$ cat src/shared/stw_pkg.sv
// Constants and types of the three-wire serial controller.
// Assumes one system clock and a plain register port.
package stw_pkg;
    // ----------------------------------------
    // Register map
    // ----------------------------------------
    localparam logic [31:0] BASE_ADDR = 32'h4040_0000;
    localparam logic [7:0] OFS_CTRL0 = 8'h00;
    localparam logic [7:0] OFS_CTRL1 = 8'h04;
    localparam logic [7:0] OFS_DATA = 8'h08;
    localparam logic [7:0] OFS_STAT = 8'h0C;
    localparam logic [7:0] OFS_PRESC = 8'h10;
    localparam logic [7:0] OFS_IMASK = 8'h14;
    localparam logic [7:0] OFS_RAW = 8'h18;
    localparam logic [7:0] OFS_MASKED = 8'h1C;
    localparam logic [7:0] OFS_ICLR = 8'h20;
    localparam logic [7:0] OFS_DMA = 8'h24;
    localparam logic [7:0] OFS_RECEIVE_FRAME_COUNT = 8'h28;
    localparam logic [7:0] OFS_DUMMY = 8'h2C;
    localparam logic [7:0] OFS_TXFRM = 8'h30;
    localparam logic [7:0] OFS_ITEST = 8'h80;
    localparam logic [7:0] OFS_TDATA = 8'h8C;
    localparam logic [31:0] RST_CTRL0 = 32'h1C00_0000;
    localparam logic [31:0] RST_STAT = 32'h0000_0003;
    localparam logic [31:0] RST_ZERO = 32'h0000_0000;
    // ----------------------------------------
    // Fields
    // ----------------------------------------
    localparam int EN_BIT = 1;
    localparam int FMT_LSB = 21;
    localparam int DSS_LSB = 24;
    localparam int CSS_LSB = 0;
    localparam logic [1:0] FMT_FOUR_WIRE = 2'h0;
    localparam logic [1:0] FMT_THREE_WIRE = 2'h2;
    localparam int ST_TX_EMPTY = 0;
    localparam int ST_TX_NFULL = 1;
    localparam int ST_RX_NEMPTY = 2;
    localparam int ST_RX_FULL = 3;
    localparam int ST_BUSY = 4;
    localparam int IRQ_OVR = 0;
    localparam int IRQ_TXE = 1;
    localparam int IRQ_DONE = 2;
    localparam int IRQ_W = 3;
    // ----------------------------------------
    // Types
    // ----------------------------------------
    typedef enum logic [1:0] {ST_IDLE, ST_SEND, ST_RECV} stw_state_t;
    typedef struct packed {
        logic wr;
        logic rd;
        logic [31:0] addr;
        logic [31:0] wdata;
    } stw_bus_t;
endpackage : stw_pkg

$ cat src/verilog/stw_ctrl.sv
// Three-wire half-duplex serial master with its register bank.
// Assumes a register master on clk and one shared data wire outside.
//
// Contract
// (RQ1) Frame format field resets to four-wire
// (RQ2) Format two runs three-wire master mode
// (RQ3) Shared data line multiplexed send versus receive
// (RQ4) Send bit count from command length
// (RQ5) Receive bit count from data size
// (RQ6) Software enables, waits before reading data
// (RQ7) Software clears enable after each transfer
// (RQ8) Software fills transmit FIFO before enabling
// (RQ9) Busy flag high while frame runs
// (RQ10) Bank decoded at fixed base address
// (RQ11) First control register resets nonzero value
// (RQ12) Status read-only, resets with low bits
// (RQ13) Prescale register read-write, resets zero
// (RQ14) Interrupt mask read-write, resets zero
// (RQ15) Raw status shows unmasked sources
// (RQ16) Masked status shows sources and mask
// (RQ17) Clear register write-only, clears latched bits
// (RQ18) Receive frame count read-write, frames left
// (RQ19) Transmit frame count read-write, frames left
// (RQ20) Receive frame count drops once per frame
// (RQ21) Mask one routes source to interrupt
// (RQ22) Unmapped offsets read zero, ignore writes
//
// Local design decision: the plain strobed port.
`timescale 1ns/10ps
module stw_ctrl #(
    parameter int DEPTH = 4
) (
    input wire logic clk,
    input wire logic sys_rst,
    input wire stw_pkg::stw_bus_t bus,
    output logic [31:0] rd_data,
    output logic sclk,
    output logic sel_n,
    output logic sd_out,
    output logic sd_oe_n,
    input wire logic sd_in,
    output logic irq
);
    localparam int AW = $clog2(DEPTH);
    localparam logic [AW:0] FULL = (AW + 1)'(DEPTH);

    function automatic logic [AW-1:0] ptr_inc(input logic [AW-1:0] p);
        ptr_inc = (p == AW'(DEPTH - 1)) ? '0 : p + AW'(1);
    endfunction : ptr_inc

    // ----------------------------------------
    // Register bank state
    // ----------------------------------------
    logic [31:0] ctrl0_reg, ctrl0_next, ctrl1_reg, ctrl1_next;
    logic [31:0] presc_reg, presc_next, imask_reg, imask_next;
    logic [31:0] dma_reg, dma_next, receive_frame_count_reg, receive_frame_count_next;
    logic [31:0] dummy_reg, dummy_next, txfrm_reg, txfrm_next;
    logic [31:0] itest_reg, itest_next, tdata_reg, tdata_next;
    logic [31:0] rdata_reg, rdata_next;
    logic [1:0] sticky_reg, sticky_next;
    logic irq_reg, irq_next;
    // ----------------------------------------
    // FIFOs and engine state
    // ----------------------------------------
    logic [31:0] tx_mem [DEPTH];
    logic [31:0] rx_mem [DEPTH];
    logic [AW-1:0] tx_wp_reg, tx_rp_reg, rx_wp_reg, rx_rp_reg;
    logic [AW-1:0] tx_wp_next, tx_rp_next, rx_wp_next, rx_rp_next;
    logic [AW:0] tx_cnt_reg, tx_cnt_next, rx_cnt_reg, rx_cnt_next;
    stw_pkg::stw_state_t state_reg, state_next;
    logic [31:0] shift_reg, shift_next;
    logic [5:0] bits_reg, bits_next;
    logic [7:0] div_reg, div_next;
    logic sclk_reg, sclk_next, sel_n_reg, sel_n_next;
    logic sd_out_reg, sd_out_next, sd_oe_n_reg, sd_oe_n_next;
    logic sin_meta_reg, sin_sync_reg;

    logic hit, wr, rd, tx_push, tx_pop, rx_push, rx_pop;
    logic en, three_wire, tick, set_ovr, set_done;
    logic [7:0] ofs, half;
    logic [4:0] command_length, data_size;
    localparam int IRQ_W_L = stw_pkg::IRQ_W - 1;
    logic [IRQ_W_L:0] raw_view;
    logic [31:0] stat_view;

    // ----------------------------------------
    // Decode
    // ----------------------------------------
    // (RQ10) Base address compare
    assign hit = bus.addr[31:8] == stw_pkg::BASE_ADDR[31:8];
    assign ofs = bus.addr[7:0];
    assign wr = bus.wr & hit;
    assign rd = bus.rd & hit;
    assign en = ctrl0_reg[stw_pkg::EN_BIT];
    // (RQ2) Three-wire selection
    assign three_wire = ctrl0_reg[stw_pkg::FMT_LSB +: 2] == stw_pkg::FMT_THREE_WIRE;
    assign command_length = ctrl1_reg[stw_pkg::CSS_LSB +: 5];
    assign data_size = ctrl0_reg[stw_pkg::DSS_LSB +: 5];
    assign tx_push = wr && ofs == stw_pkg::OFS_DATA && tx_cnt_reg != FULL;
    assign rx_pop = rd && ofs == stw_pkg::OFS_DATA && rx_cnt_reg != '0;
    // Odd divisors round down; zero and one still give a bit clock
    assign half = (presc_reg[7:1] == 7'h00) ? 8'h01 : {1'b0, presc_reg[7:1]};
    assign tick = div_reg == 8'h00;

    // (RQ15) Unmasked sources
    assign raw_view = {sticky_reg[1], tx_cnt_reg == '0, sticky_reg[0]};
    // (RQ12) Status view; empty FIFOs with the engine idle give the reset value
    assign stat_view = {27'h0, state_reg != stw_pkg::ST_IDLE, rx_cnt_reg == FULL,
        rx_cnt_reg != '0, tx_cnt_reg != FULL, tx_cnt_reg == '0};

    // ----------------------------------------
    // Serial engine
    // ----------------------------------------
    always_comb begin
        state_next = state_reg;
        shift_next = shift_reg;
        bits_next = bits_reg;
        div_next = tick ? half - 8'h01 : div_reg - 8'h01;
        sclk_next = sclk_reg;
        sel_n_next = sel_n_reg;
        sd_out_next = sd_out_reg;
        sd_oe_n_next = sd_oe_n_reg;
        tx_pop = 1'b0;
        rx_push = 1'b0;
        set_ovr = 1'b0;
        set_done = 1'b0;
        unique case (state_reg)
            stw_pkg::ST_IDLE: begin
                div_next = half - 8'h01;
                sclk_next = 1'b0;
                sel_n_next = 1'b1;
                // (RQ3) Line released unless sending
                sd_oe_n_next = 1'b1;
                // (RQ1) Four-wire format starts no frame here
                if (en && three_wire && tx_cnt_reg != '0) begin
                    // (RQ4) Command length sets sent bits
                    shift_next = tx_mem[tx_rp_reg] << (5'h1F - command_length);
                    bits_next = {1'b0, command_length} + 6'h01;
                    sd_out_next = shift_next[31];
                    sd_oe_n_next = 1'b0;
                    sel_n_next = 1'b0;
                    tx_pop = 1'b1;
                    state_next = stw_pkg::ST_SEND;
                end else if (en && three_wire && receive_frame_count_reg != '0) begin
                    // (RQ5) Data size sets received bits
                    shift_next = '0;
                    bits_next = {1'b0, data_size} + 6'h01;
                    sel_n_next = 1'b0;
                    state_next = stw_pkg::ST_RECV;
                end
            end
            stw_pkg::ST_SEND, stw_pkg::ST_RECV: begin
                if (tick) begin
                    sclk_next = ~sclk_reg;
                    if (!sclk_reg && state_reg == stw_pkg::ST_RECV) begin
                        shift_next = {shift_reg[30:0], sin_sync_reg};
                    end
                    if (sclk_reg) begin
                        bits_next = bits_reg - 6'h01;
                        shift_next = (state_reg == stw_pkg::ST_SEND) ?
                            shift_reg << 1 : shift_reg;
                        sd_out_next = shift_reg[30];
                        // (RQ9) Busy drops with the last falling edge
                        if (bits_reg == 6'h01) begin
                            state_next = stw_pkg::ST_IDLE;
                            sel_n_next = 1'b1;
                            sd_oe_n_next = 1'b1;
                            set_done = 1'b1;
                            if (state_reg == stw_pkg::ST_RECV) begin
                                rx_push = rx_cnt_reg != FULL;
                                set_ovr = rx_cnt_reg == FULL;
                            end
                        end
                    end
                end
            end
            default: state_next = stw_pkg::ST_IDLE;
        endcase
    end

    // ----------------------------------------
    // FIFO pointers
    // ----------------------------------------
    always_comb begin
        tx_wp_next = tx_push ? ptr_inc(tx_wp_reg) : tx_wp_reg;
        tx_rp_next = tx_pop ? ptr_inc(tx_rp_reg) : tx_rp_reg;
        rx_wp_next = rx_push ? ptr_inc(rx_wp_reg) : rx_wp_reg;
        rx_rp_next = rx_pop ? ptr_inc(rx_rp_reg) : rx_rp_reg;
        tx_cnt_next = tx_cnt_reg + (AW + 1)'(tx_push) - (AW + 1)'(tx_pop);
        rx_cnt_next = rx_cnt_reg + (AW + 1)'(rx_push) - (AW + 1)'(rx_pop);
    end

    // ----------------------------------------
    // Register writes and read mux
    // ----------------------------------------
    always_comb begin
        ctrl0_next = ctrl0_reg;
        ctrl1_next = ctrl1_reg;
        presc_next = presc_reg;
        imask_next = imask_reg;
        dma_next = dma_reg;
        receive_frame_count_next = receive_frame_count_reg;
        dummy_next = dummy_reg;
        txfrm_next = txfrm_reg;
        itest_next = itest_reg;
        tdata_next = tdata_reg;
        // (RQ20) One count per received frame
        if (state_reg == stw_pkg::ST_IDLE && state_next == stw_pkg::ST_RECV) begin
            receive_frame_count_next = receive_frame_count_reg - 32'h0000_0001;
        end
        // (RQ19) Sent frames count down
        if (tx_pop && txfrm_reg != '0) begin
            txfrm_next = txfrm_reg - 32'h0000_0001;
        end
        // (RQ17) Set wins over the clear
        sticky_next = sticky_reg | {set_done, set_ovr};
        if (wr) begin
            // (RQ22) Read-only and unmapped writes fall through
            unique case (ofs)
                stw_pkg::OFS_CTRL0: ctrl0_next = bus.wdata;
                stw_pkg::OFS_CTRL1: ctrl1_next = bus.wdata;
                // (RQ13) Prescale store
                stw_pkg::OFS_PRESC: presc_next = bus.wdata;
                // (RQ14) Mask store
                stw_pkg::OFS_IMASK: imask_next = bus.wdata;
                stw_pkg::OFS_DMA: dma_next = bus.wdata;
                // (RQ18) Software load wins over the countdown
                stw_pkg::OFS_RECEIVE_FRAME_COUNT: receive_frame_count_next = bus.wdata;
                stw_pkg::OFS_DUMMY: dummy_next = bus.wdata;
                stw_pkg::OFS_TXFRM: txfrm_next = bus.wdata;
                stw_pkg::OFS_ITEST: itest_next = bus.wdata;
                stw_pkg::OFS_TDATA: tdata_next = bus.wdata;
                stw_pkg::OFS_ICLR: sticky_next = (sticky_reg &
                    ~{bus.wdata[stw_pkg::IRQ_DONE], bus.wdata[stw_pkg::IRQ_OVR]})
                    | {set_done, set_ovr};
                default: ;
            endcase
        end
        rdata_next = '0;
        if (rd) begin
            unique case (ofs)
                // (RQ11) Control word readback
                stw_pkg::OFS_CTRL0: rdata_next = ctrl0_reg;
                stw_pkg::OFS_CTRL1: rdata_next = ctrl1_reg;
                stw_pkg::OFS_DATA: rdata_next = rx_cnt_reg != '0 ? rx_mem[rx_rp_reg] : '0;
                stw_pkg::OFS_STAT: rdata_next = stat_view;
                stw_pkg::OFS_PRESC: rdata_next = presc_reg;
                stw_pkg::OFS_IMASK: rdata_next = imask_reg;
                stw_pkg::OFS_RAW: rdata_next = {29'h0, raw_view};
                // (RQ16) Masked view
                stw_pkg::OFS_MASKED: rdata_next = {29'h0, raw_view & imask_reg[2:0]};
                stw_pkg::OFS_DMA: rdata_next = dma_reg;
                stw_pkg::OFS_RECEIVE_FRAME_COUNT: rdata_next = receive_frame_count_reg;
                stw_pkg::OFS_DUMMY: rdata_next = dummy_reg;
                stw_pkg::OFS_TXFRM: rdata_next = txfrm_reg;
                stw_pkg::OFS_ITEST: rdata_next = itest_reg;
                stw_pkg::OFS_TDATA: rdata_next = tdata_reg;
                default: rdata_next = '0;
            endcase
        end
        // (RQ21) Mask bit one routes the source
        irq_next = |(raw_view & imask_reg[2:0]);
    end

    // ----------------------------------------
    // Registers
    // ----------------------------------------
    always_ff @(posedge clk) begin
        // Data line only after two flops
        sin_meta_reg <= sd_in;
        sin_sync_reg <= sin_meta_reg;
        if (tx_push) begin
            tx_mem[tx_wp_reg] <= bus.wdata;
        end
        if (rx_push) begin
            rx_mem[rx_wp_reg] <= shift_next;
        end
        if (sys_rst) begin
            ctrl0_reg <= stw_pkg::RST_CTRL0;
            ctrl1_reg <= stw_pkg::RST_ZERO;
            presc_reg <= stw_pkg::RST_ZERO;
            imask_reg <= stw_pkg::RST_ZERO;
            dma_reg <= stw_pkg::RST_ZERO;
            receive_frame_count_reg <= stw_pkg::RST_ZERO;
            dummy_reg <= stw_pkg::RST_ZERO;
            txfrm_reg <= stw_pkg::RST_ZERO;
            itest_reg <= stw_pkg::RST_ZERO;
            tdata_reg <= stw_pkg::RST_ZERO;
            rdata_reg <= stw_pkg::RST_ZERO;
            sticky_reg <= '0;
            irq_reg <= 1'b0;
            tx_wp_reg <= '0;
            tx_rp_reg <= '0;
            rx_wp_reg <= '0;
            rx_rp_reg <= '0;
            tx_cnt_reg <= '0;
            rx_cnt_reg <= '0;
            state_reg <= stw_pkg::ST_IDLE;
            shift_reg <= '0;
            bits_reg <= '0;
            div_reg <= '0;
            sclk_reg <= 1'b0;
            sel_n_reg <= 1'b1;
            sd_out_reg <= 1'b0;
            sd_oe_n_reg <= 1'b1;
        end else begin
            ctrl0_reg <= ctrl0_next;
            ctrl1_reg <= ctrl1_next;
            presc_reg <= presc_next;
            imask_reg <= imask_next;
            dma_reg <= dma_next;
            receive_frame_count_reg <= receive_frame_count_next;
            dummy_reg <= dummy_next;
            txfrm_reg <= txfrm_next;
            itest_reg <= itest_next;
            tdata_reg <= tdata_next;
            rdata_reg <= rdata_next;
            sticky_reg <= sticky_next;
            irq_reg <= irq_next;
            tx_wp_reg <= tx_wp_next;
            tx_rp_reg <= tx_rp_next;
            rx_wp_reg <= rx_wp_next;
            rx_rp_reg <= rx_rp_next;
            tx_cnt_reg <= tx_cnt_next;
            rx_cnt_reg <= rx_cnt_next;
            state_reg <= state_next;
            shift_reg <= shift_next;
            bits_reg <= bits_next;
            div_reg <= div_next;
            sclk_reg <= sclk_next;
            sel_n_reg <= sel_n_next;
            sd_out_reg <= sd_out_next;
            sd_oe_n_reg <= sd_oe_n_next;
        end
    end

    assign rd_data = rdata_reg;
    assign sclk = sclk_reg;
    assign sel_n = sel_n_reg;
    assign sd_out = sd_out_reg;
    assign sd_oe_n = sd_oe_n_reg;
    assign irq = irq_reg;
endmodule : stw_ctrl
$ cat config.mk
export PLATFORM = sky130hd
export DESIGN_NAME = stw_ctrl
export DESIGN_NICKNAME = d
export VERILOG_FILES = /design/src/shared/stw_pkg.sv /design/src/verilog/stw_ctrl.sv
export SDC_FILE = /design/constraint.sdc
export NUM_CORES = 1
export LEC_CHECK = 0
export ABC_AREA = 1
export ABC_CLOCK_PERIOD_IN_PS = 6600
export BUFFER_PORTS_ARGS = -buffer_cell sky130_fd_sc_hd__buf_4
export CAP_MARGIN = 15
export CORE_MARGIN = 1.5
export CORE_UTILIZATION = 46
export CTS_CLUSTER_SIZE = 25
export DETAILED_ROUTE_END_ITERATION = 10
export GPL_TIMING_DRIVEN = 1
export SYNTH_ARGS = -nofsm -noshare
export SYNTH_HDL_FRONTEND = slang
export SYNTH_SLANG_ARGS = --single-unit
$ cat constraint.sdc
create_clock -name clk -period 6.6 [get_ports clk]
set_clock_uncertainty 0.05 [all_clocks]
set_input_delay 0 -clock clk [delete_from_list [all_inputs] [get_ports clk]]
set_output_delay 0 -clock clk [all_outputs]
set_load 0.05 [all_outputs]
==> summary.md <==
| Metric | Value |
|---|---|
| Share of layout cells above drive strength 1 | `about 14%` |
| Critical path buffers and inverters | `5` |
| CTS root buf | `sky130_fd_sc_hd__clkbuf_16` |
| Crit path cell chain | `dlygate4sd3_1 > buf_4 > nor4_1 > dlygate4sd3_1 > nand2_1 > dlygate4sd3_1 > nor2_1 > nand2_1 > nor3_1 > clkinv_1 > nor2_4` |
| Avg Vias per Cell | `5.823` |
| Detail Placement HPWL | `77380 um` |
| Netlist area before placement | `33170 sq um` |
| Net Switching | `slightly below 2000 uW` |
| IO buf count | `~110` |
| Proportion of power drawn by flip-flops and latches | `between 40 and 50%` |
| Most used cells in the layout excluding fill and tap cells | `741 x sky130_fd_sc_hd__nand2_1, 527 x sky130_fd_sc_hd__nor2_1, 425 x sky130_fd_sc_hd__dfxtp_1` |
| Iter 0 DRT Violations | `roughly 3200` |
| Fill cells | `roughly 6600` |
| Number of buffers inserted during clock tree synthesis | `75` |
| Stages on worst setup path | `11` |
| Maximum number of pins on one net before global-route repair | `~130` |
| Worst r2r src | `state_reg[0]` |
| Floorplan Core Area | `between 70000 and 80000 sq um` |
| Die W | `271.5 um` |
| Arrival time of the worst setup path | `around 4.5 ns` |
| Antenna violation net count after detailed routing | `0` |
| Number of instances in the synthesized netlist | `about 3800` |
| Gpl congestion | `~0.97` |
| Class of the most critical setup path | `input port to register` |
| Register area share after synthesis | `just under 50%` |
| Cell-internal power | `between 6000 and 7000 uW` |
| Global-route wire length before repair | `approximately 170000 um` |
| Layout Nets | `between 3000 and 4000` |
| PwrDens | `between 200 and 250 nW/um^2` |
| Critical path endpoint category | `register` |
| Clock tree from TritonCTS | `yes` |
| Post-CTS setup repair buffer count | `0` |
| Nature of the critical path startpoint | `input port` |
| Final critical-path share of the clock period | `between 60% and 70%` |
| Number of maximum-capacitance violations | `0` |
| Transition time at the pin with the least slew margin | `1.157 ns` |
| Unique masters post-synth | `between 50 and 60` |
| Number of sinks handled by clock tree synthesis | `around 680` |
| Outcome | `finished clean` |
| Number of global-route vias before repair | `26115` |
| Initial Utilization | `46.40%` |
| Worst-skew pair later-pin latency | `roughly 0.63 ns` |
| Maximum VDD drop | `around 170 uV` |
| Number of endpoints with negative hold slack in the final report | `0` |
| Clock-pin slew of the registers on the worst-case setup and hold paths | `0.06 ns` |
| Overall power | `8925 uW` |
| Delay of the slowest critical-path stage | `between 1 and 1.5 ns` |
| Most common cell after layout, fill and taps aside | `sky130_fd_sc_hd__nand2_1` |
| Final setup violation count | `0` |
| Worst-case register-to-register setup slack | `roughly 2.7 ns` |
| Row count | `98` |
| Tightest slew margin relative to the limit | `a little under a quarter` |
| Leading registers by flop count | `rx_mem (128), tx_mem (128)` |
| R2R Path End | `rx_cnt_reg[2]` |
| Setup repair after global routing missed its margin | `false` |
| Cell taking the most area after synthesis | `sky130_fd_sc_hd__dfxtp_1` |
| Most used DFF post-synth | `sky130_fd_sc_hd__dfxtp_1` |
| Number of warnings printed during yosys synthesis | `0` |
| Slowest stage cell, crit path | `sky130_fd_sc_hd__nor2_4` |
| CTS max path bufs | `3` |
| Share of synthesized flip-flops with an asynchronous set or reset | `0%` |
| End-of-flow core utilization | `between 50 and 60%` |
| Fraction of power consumed by the clock network | `slightly below 50%` |
| Leakage power figure | `around 0.015 uW` |
| Leftover overflow at the end of global routing | `0` |
| Cell depth of the worst flop-to-flop path | `12` |
| Number of top-level pins | `~110` |
| Area fraction of the dominant cell type after synthesis | `about a quarter` |
| CTS H-Tree Depth | `3` |
| Critical path fanouts, max | `32` |
| Critical Path Start | `bus[60]` |
| Comb pwr share | `2.5%` |
| Max-slew violation count | `0` |
| Area contributors post-synth | `sky130_fd_sc_hd__dfxtp_1 26%, sky130_fd_sc_hd__edfxtp_1 23%, sky130_fd_sc_hd__a211oi_2 8.5%` |
| Per-instance average area after synthesis | `a little under 9 sq um` |
| Minimum clock period after layout | `4.332 ns` |
| Total of flip-flops plus latches after synthesis | `683` |
| Pre-Repair DR Iteration Count | `6` |
| Top cell by count, worst path | `sky130_fd_sc_hd__dlygate4sd3_1` |
| Die height | `around 270 um` |
| Initial antenna violation count | `2` |
| Kind of cell adding the most delay to the critical path | `buffers and inverters` |
| Worst setup path endpoint | `tx_mem[3][25]` |
| Switching Share | `21.96%` |
| Wire length per cell after detailed routing | `~24 um` |
| Aggregate global-route resource usage | `a little under a third` |
| Class of the most critical hold timing path | `input port to register` |
| Setup_tns | `0 ns` |
| Synth Net Count | `roughly 3900` |
| Total detailed-routing wirelength | `approximately 110000 um` |
| Drc violations | `0` |
| Area growth from synthesis to final layout | `12.49%` |
| Die outline area | `~74000 sq um` |
| Post-synth EDFFs | `roughly 260` |
| Post-cts resize count | `0` |
| Maximum frequency from static timing analysis | `roughly 0.23 GHz` |
| CP required | `roughly 6.8 ns` |
| Vias | `between 20000 and 30000` |
==> cell families (layout without fill, tap and decap cells) <==
family	count (synthesis)	count (layout)	synth area share, %
xor+xnor	59	59	1.558
other cells	0	2	0
flops	683	683	48.95
simple gates	1718	1718	22.03
fa+ha+maj	29	29	1.139
buf+inv	513	615	6.929
compound gates	786	786	19.40
==> worst register-to-register path, stage by stage, from the launching register on <==
cell and delay (ns):
sky130_fd_sc_hd__dfxtp_1 0.40, sky130_fd_sc_hd__inv_1 0.09, sky130_fd_sc_hd__ha_1 0.69, sky130_fd_sc_hd__inv_1 0.37
sky130_fd_sc_hd__nor2_1 0.37, sky130_fd_sc_hd__nand3_1 0.51, sky130_fd_sc_hd__ha_1 0.50, sky130_fd_sc_hd__inv_1 0.04
sky130_fd_sc_hd__ha_1 0.19, sky130_fd_sc_hd__fa_1 0.39, sky130_fd_sc_hd__inv_1 0.08, sky130_fd_sc_hd__o21ai_0 0.08
sky130_fd_sc_hd__a21oi_1 0.14
==> cell type report <==
| type | count | area (sq um) | area share (%) |
|---|---|---|---|
| Sequential cell | 683 | 16240 | 43.52 |
| Multi-Input combinational cell | 2592 | 14720 | 39.45 |
| Clock buffer | 105 | 2112 | 5.661 |
| Timing Repair Buffer | 191 | 1559 | 4.178 |
| Tap cell | 950 | 1189 | 3.186 |
| Inverter | 288 | 1084 | 2.904 |
| Clock inverter | 31 | 404.1 | 1.083 |
| Antenna cell | 2 | 5.005 | 0.01341 |
==> synthesized netlist by cell type (9+ instances only) <==
| cell | instances |
|---|---|
| sky130_fd_sc_hd__nand2_1 | 741 |
| sky130_fd_sc_hd__nor2_1 | 539 |
| sky130_fd_sc_hd__dfxtp_1 | 427 |
| sky130_fd_sc_hd__nand3_1 | 329 |
| sky130_fd_sc_hd__edfxtp_1 | 256 |
| sky130_fd_sc_hd__inv_1 | 254 |
| sky130_fd_sc_hd__a211oi_2 | 225 |
| sky130_fd_sc_hd__o21ai_0 | 181 |
| sky130_fd_sc_hd__clkbuf_1 | 111 |
| sky130_fd_sc_hd__a21oi_1 | 81 |
| sky130_fd_sc_hd__a221oi_1 | 68 |
| sky130_fd_sc_hd__o22ai_1 | 46 |
| sky130_fd_sc_hd__o211ai_1 | 41 |
| sky130_fd_sc_hd__buf_2 | 38 |
| sky130_fd_sc_hd__xor2_1 | 35 |
| sky130_fd_sc_hd__a211oi_1 | 34 |
| sky130_fd_sc_hd__a22o_1 | 30 |
| sky130_fd_sc_hd__buf_4 | 28 |
| sky130_fd_sc_hd__ha_1 | 27 |
| sky130_fd_sc_hd__nand4_1 | 27 |
| sky130_fd_sc_hd__a31oi_1 | 26 |
| sky130_fd_sc_hd__buf_6 | 26 |
| sky130_fd_sc_hd__clkinv_1 | 25 |
| sky130_fd_sc_hd__xnor2_1 | 24 |
| sky130_fd_sc_hd__buf_1 | 20 |
| sky130_fd_sc_hd__nor4_1 | 17 |
| sky130_fd_sc_hd__nor3_1 | 14 |
| sky130_fd_sc_hd__o21bai_1 | 13 |
| sky130_fd_sc_hd__nor2_2 | 11 |
| sky130_fd_sc_hd__nand3_2 | 9 |
| sky130_fd_sc_hd__or2_2 | 9 |
==> power groups by stage <==
stage	clock (uW)	combinational, uW	sequential (uW)
final	4350	227	4350
after global routing	4580	235	4350
after CTS	4410	223	4350
after detailed placement	0	204	4440
after global placement	0	203	4440
after floorplan	0	88.9	4440
==> metrics by stage <==
stage / worst slack (ns) / area (sq um) / cells / hold slack (ns)
after floorplan: 3.279 / 33170 / 3788 / -0.02228
after global placement: 2.782 / 34370 / 4662 / 0.06152
after detailed placement: 2.681 / 34370 / 4662 / 0.05876
after CTS: 2.347 / 37310 / 4840 / 0.02399
after global routing: 2.093 / 37310 / 4840 / 0.08829
final: 2.268 / 37310 / 4842 / 0.07401
==> routing by layer <==
layer  part of all wire [%]  wire length, um  global-route usage (%)
met5                      0                0                       0
met2                     44            50930                   47.19
met4                    5.0             5715                   14.39
met3                    7.5             8585                   4.326
met1                     43            49310                   42.35
==> what timing repair did <==
action | in CTS | in global routing
hold buffers | 42 | 0
setup endpoints to repair | 0 | 0
hold endpoints to repair | 408 | 0
==> worst min-delay path by stage <==
stage / startpoint / end / slack [ns] / cells after the start
6_report: bus[39] / rd_data[23] / 0.07 / 6
5_1_grt: bus[39] / rd_data[23] / 0.09 / 6
4_1_cts: bus[39] / rd_data[23] / 0.02 / 6
3_5_place_dp: sd_in / sin_meta_reg / 0.06 / 1
3_3_place_gp: sd_in / sin_meta_reg / 0.06 / 1
2_1_floorplan: sd_in / sin_meta_reg / -0.02 / 0
Power figures use the tool's default switching activity.
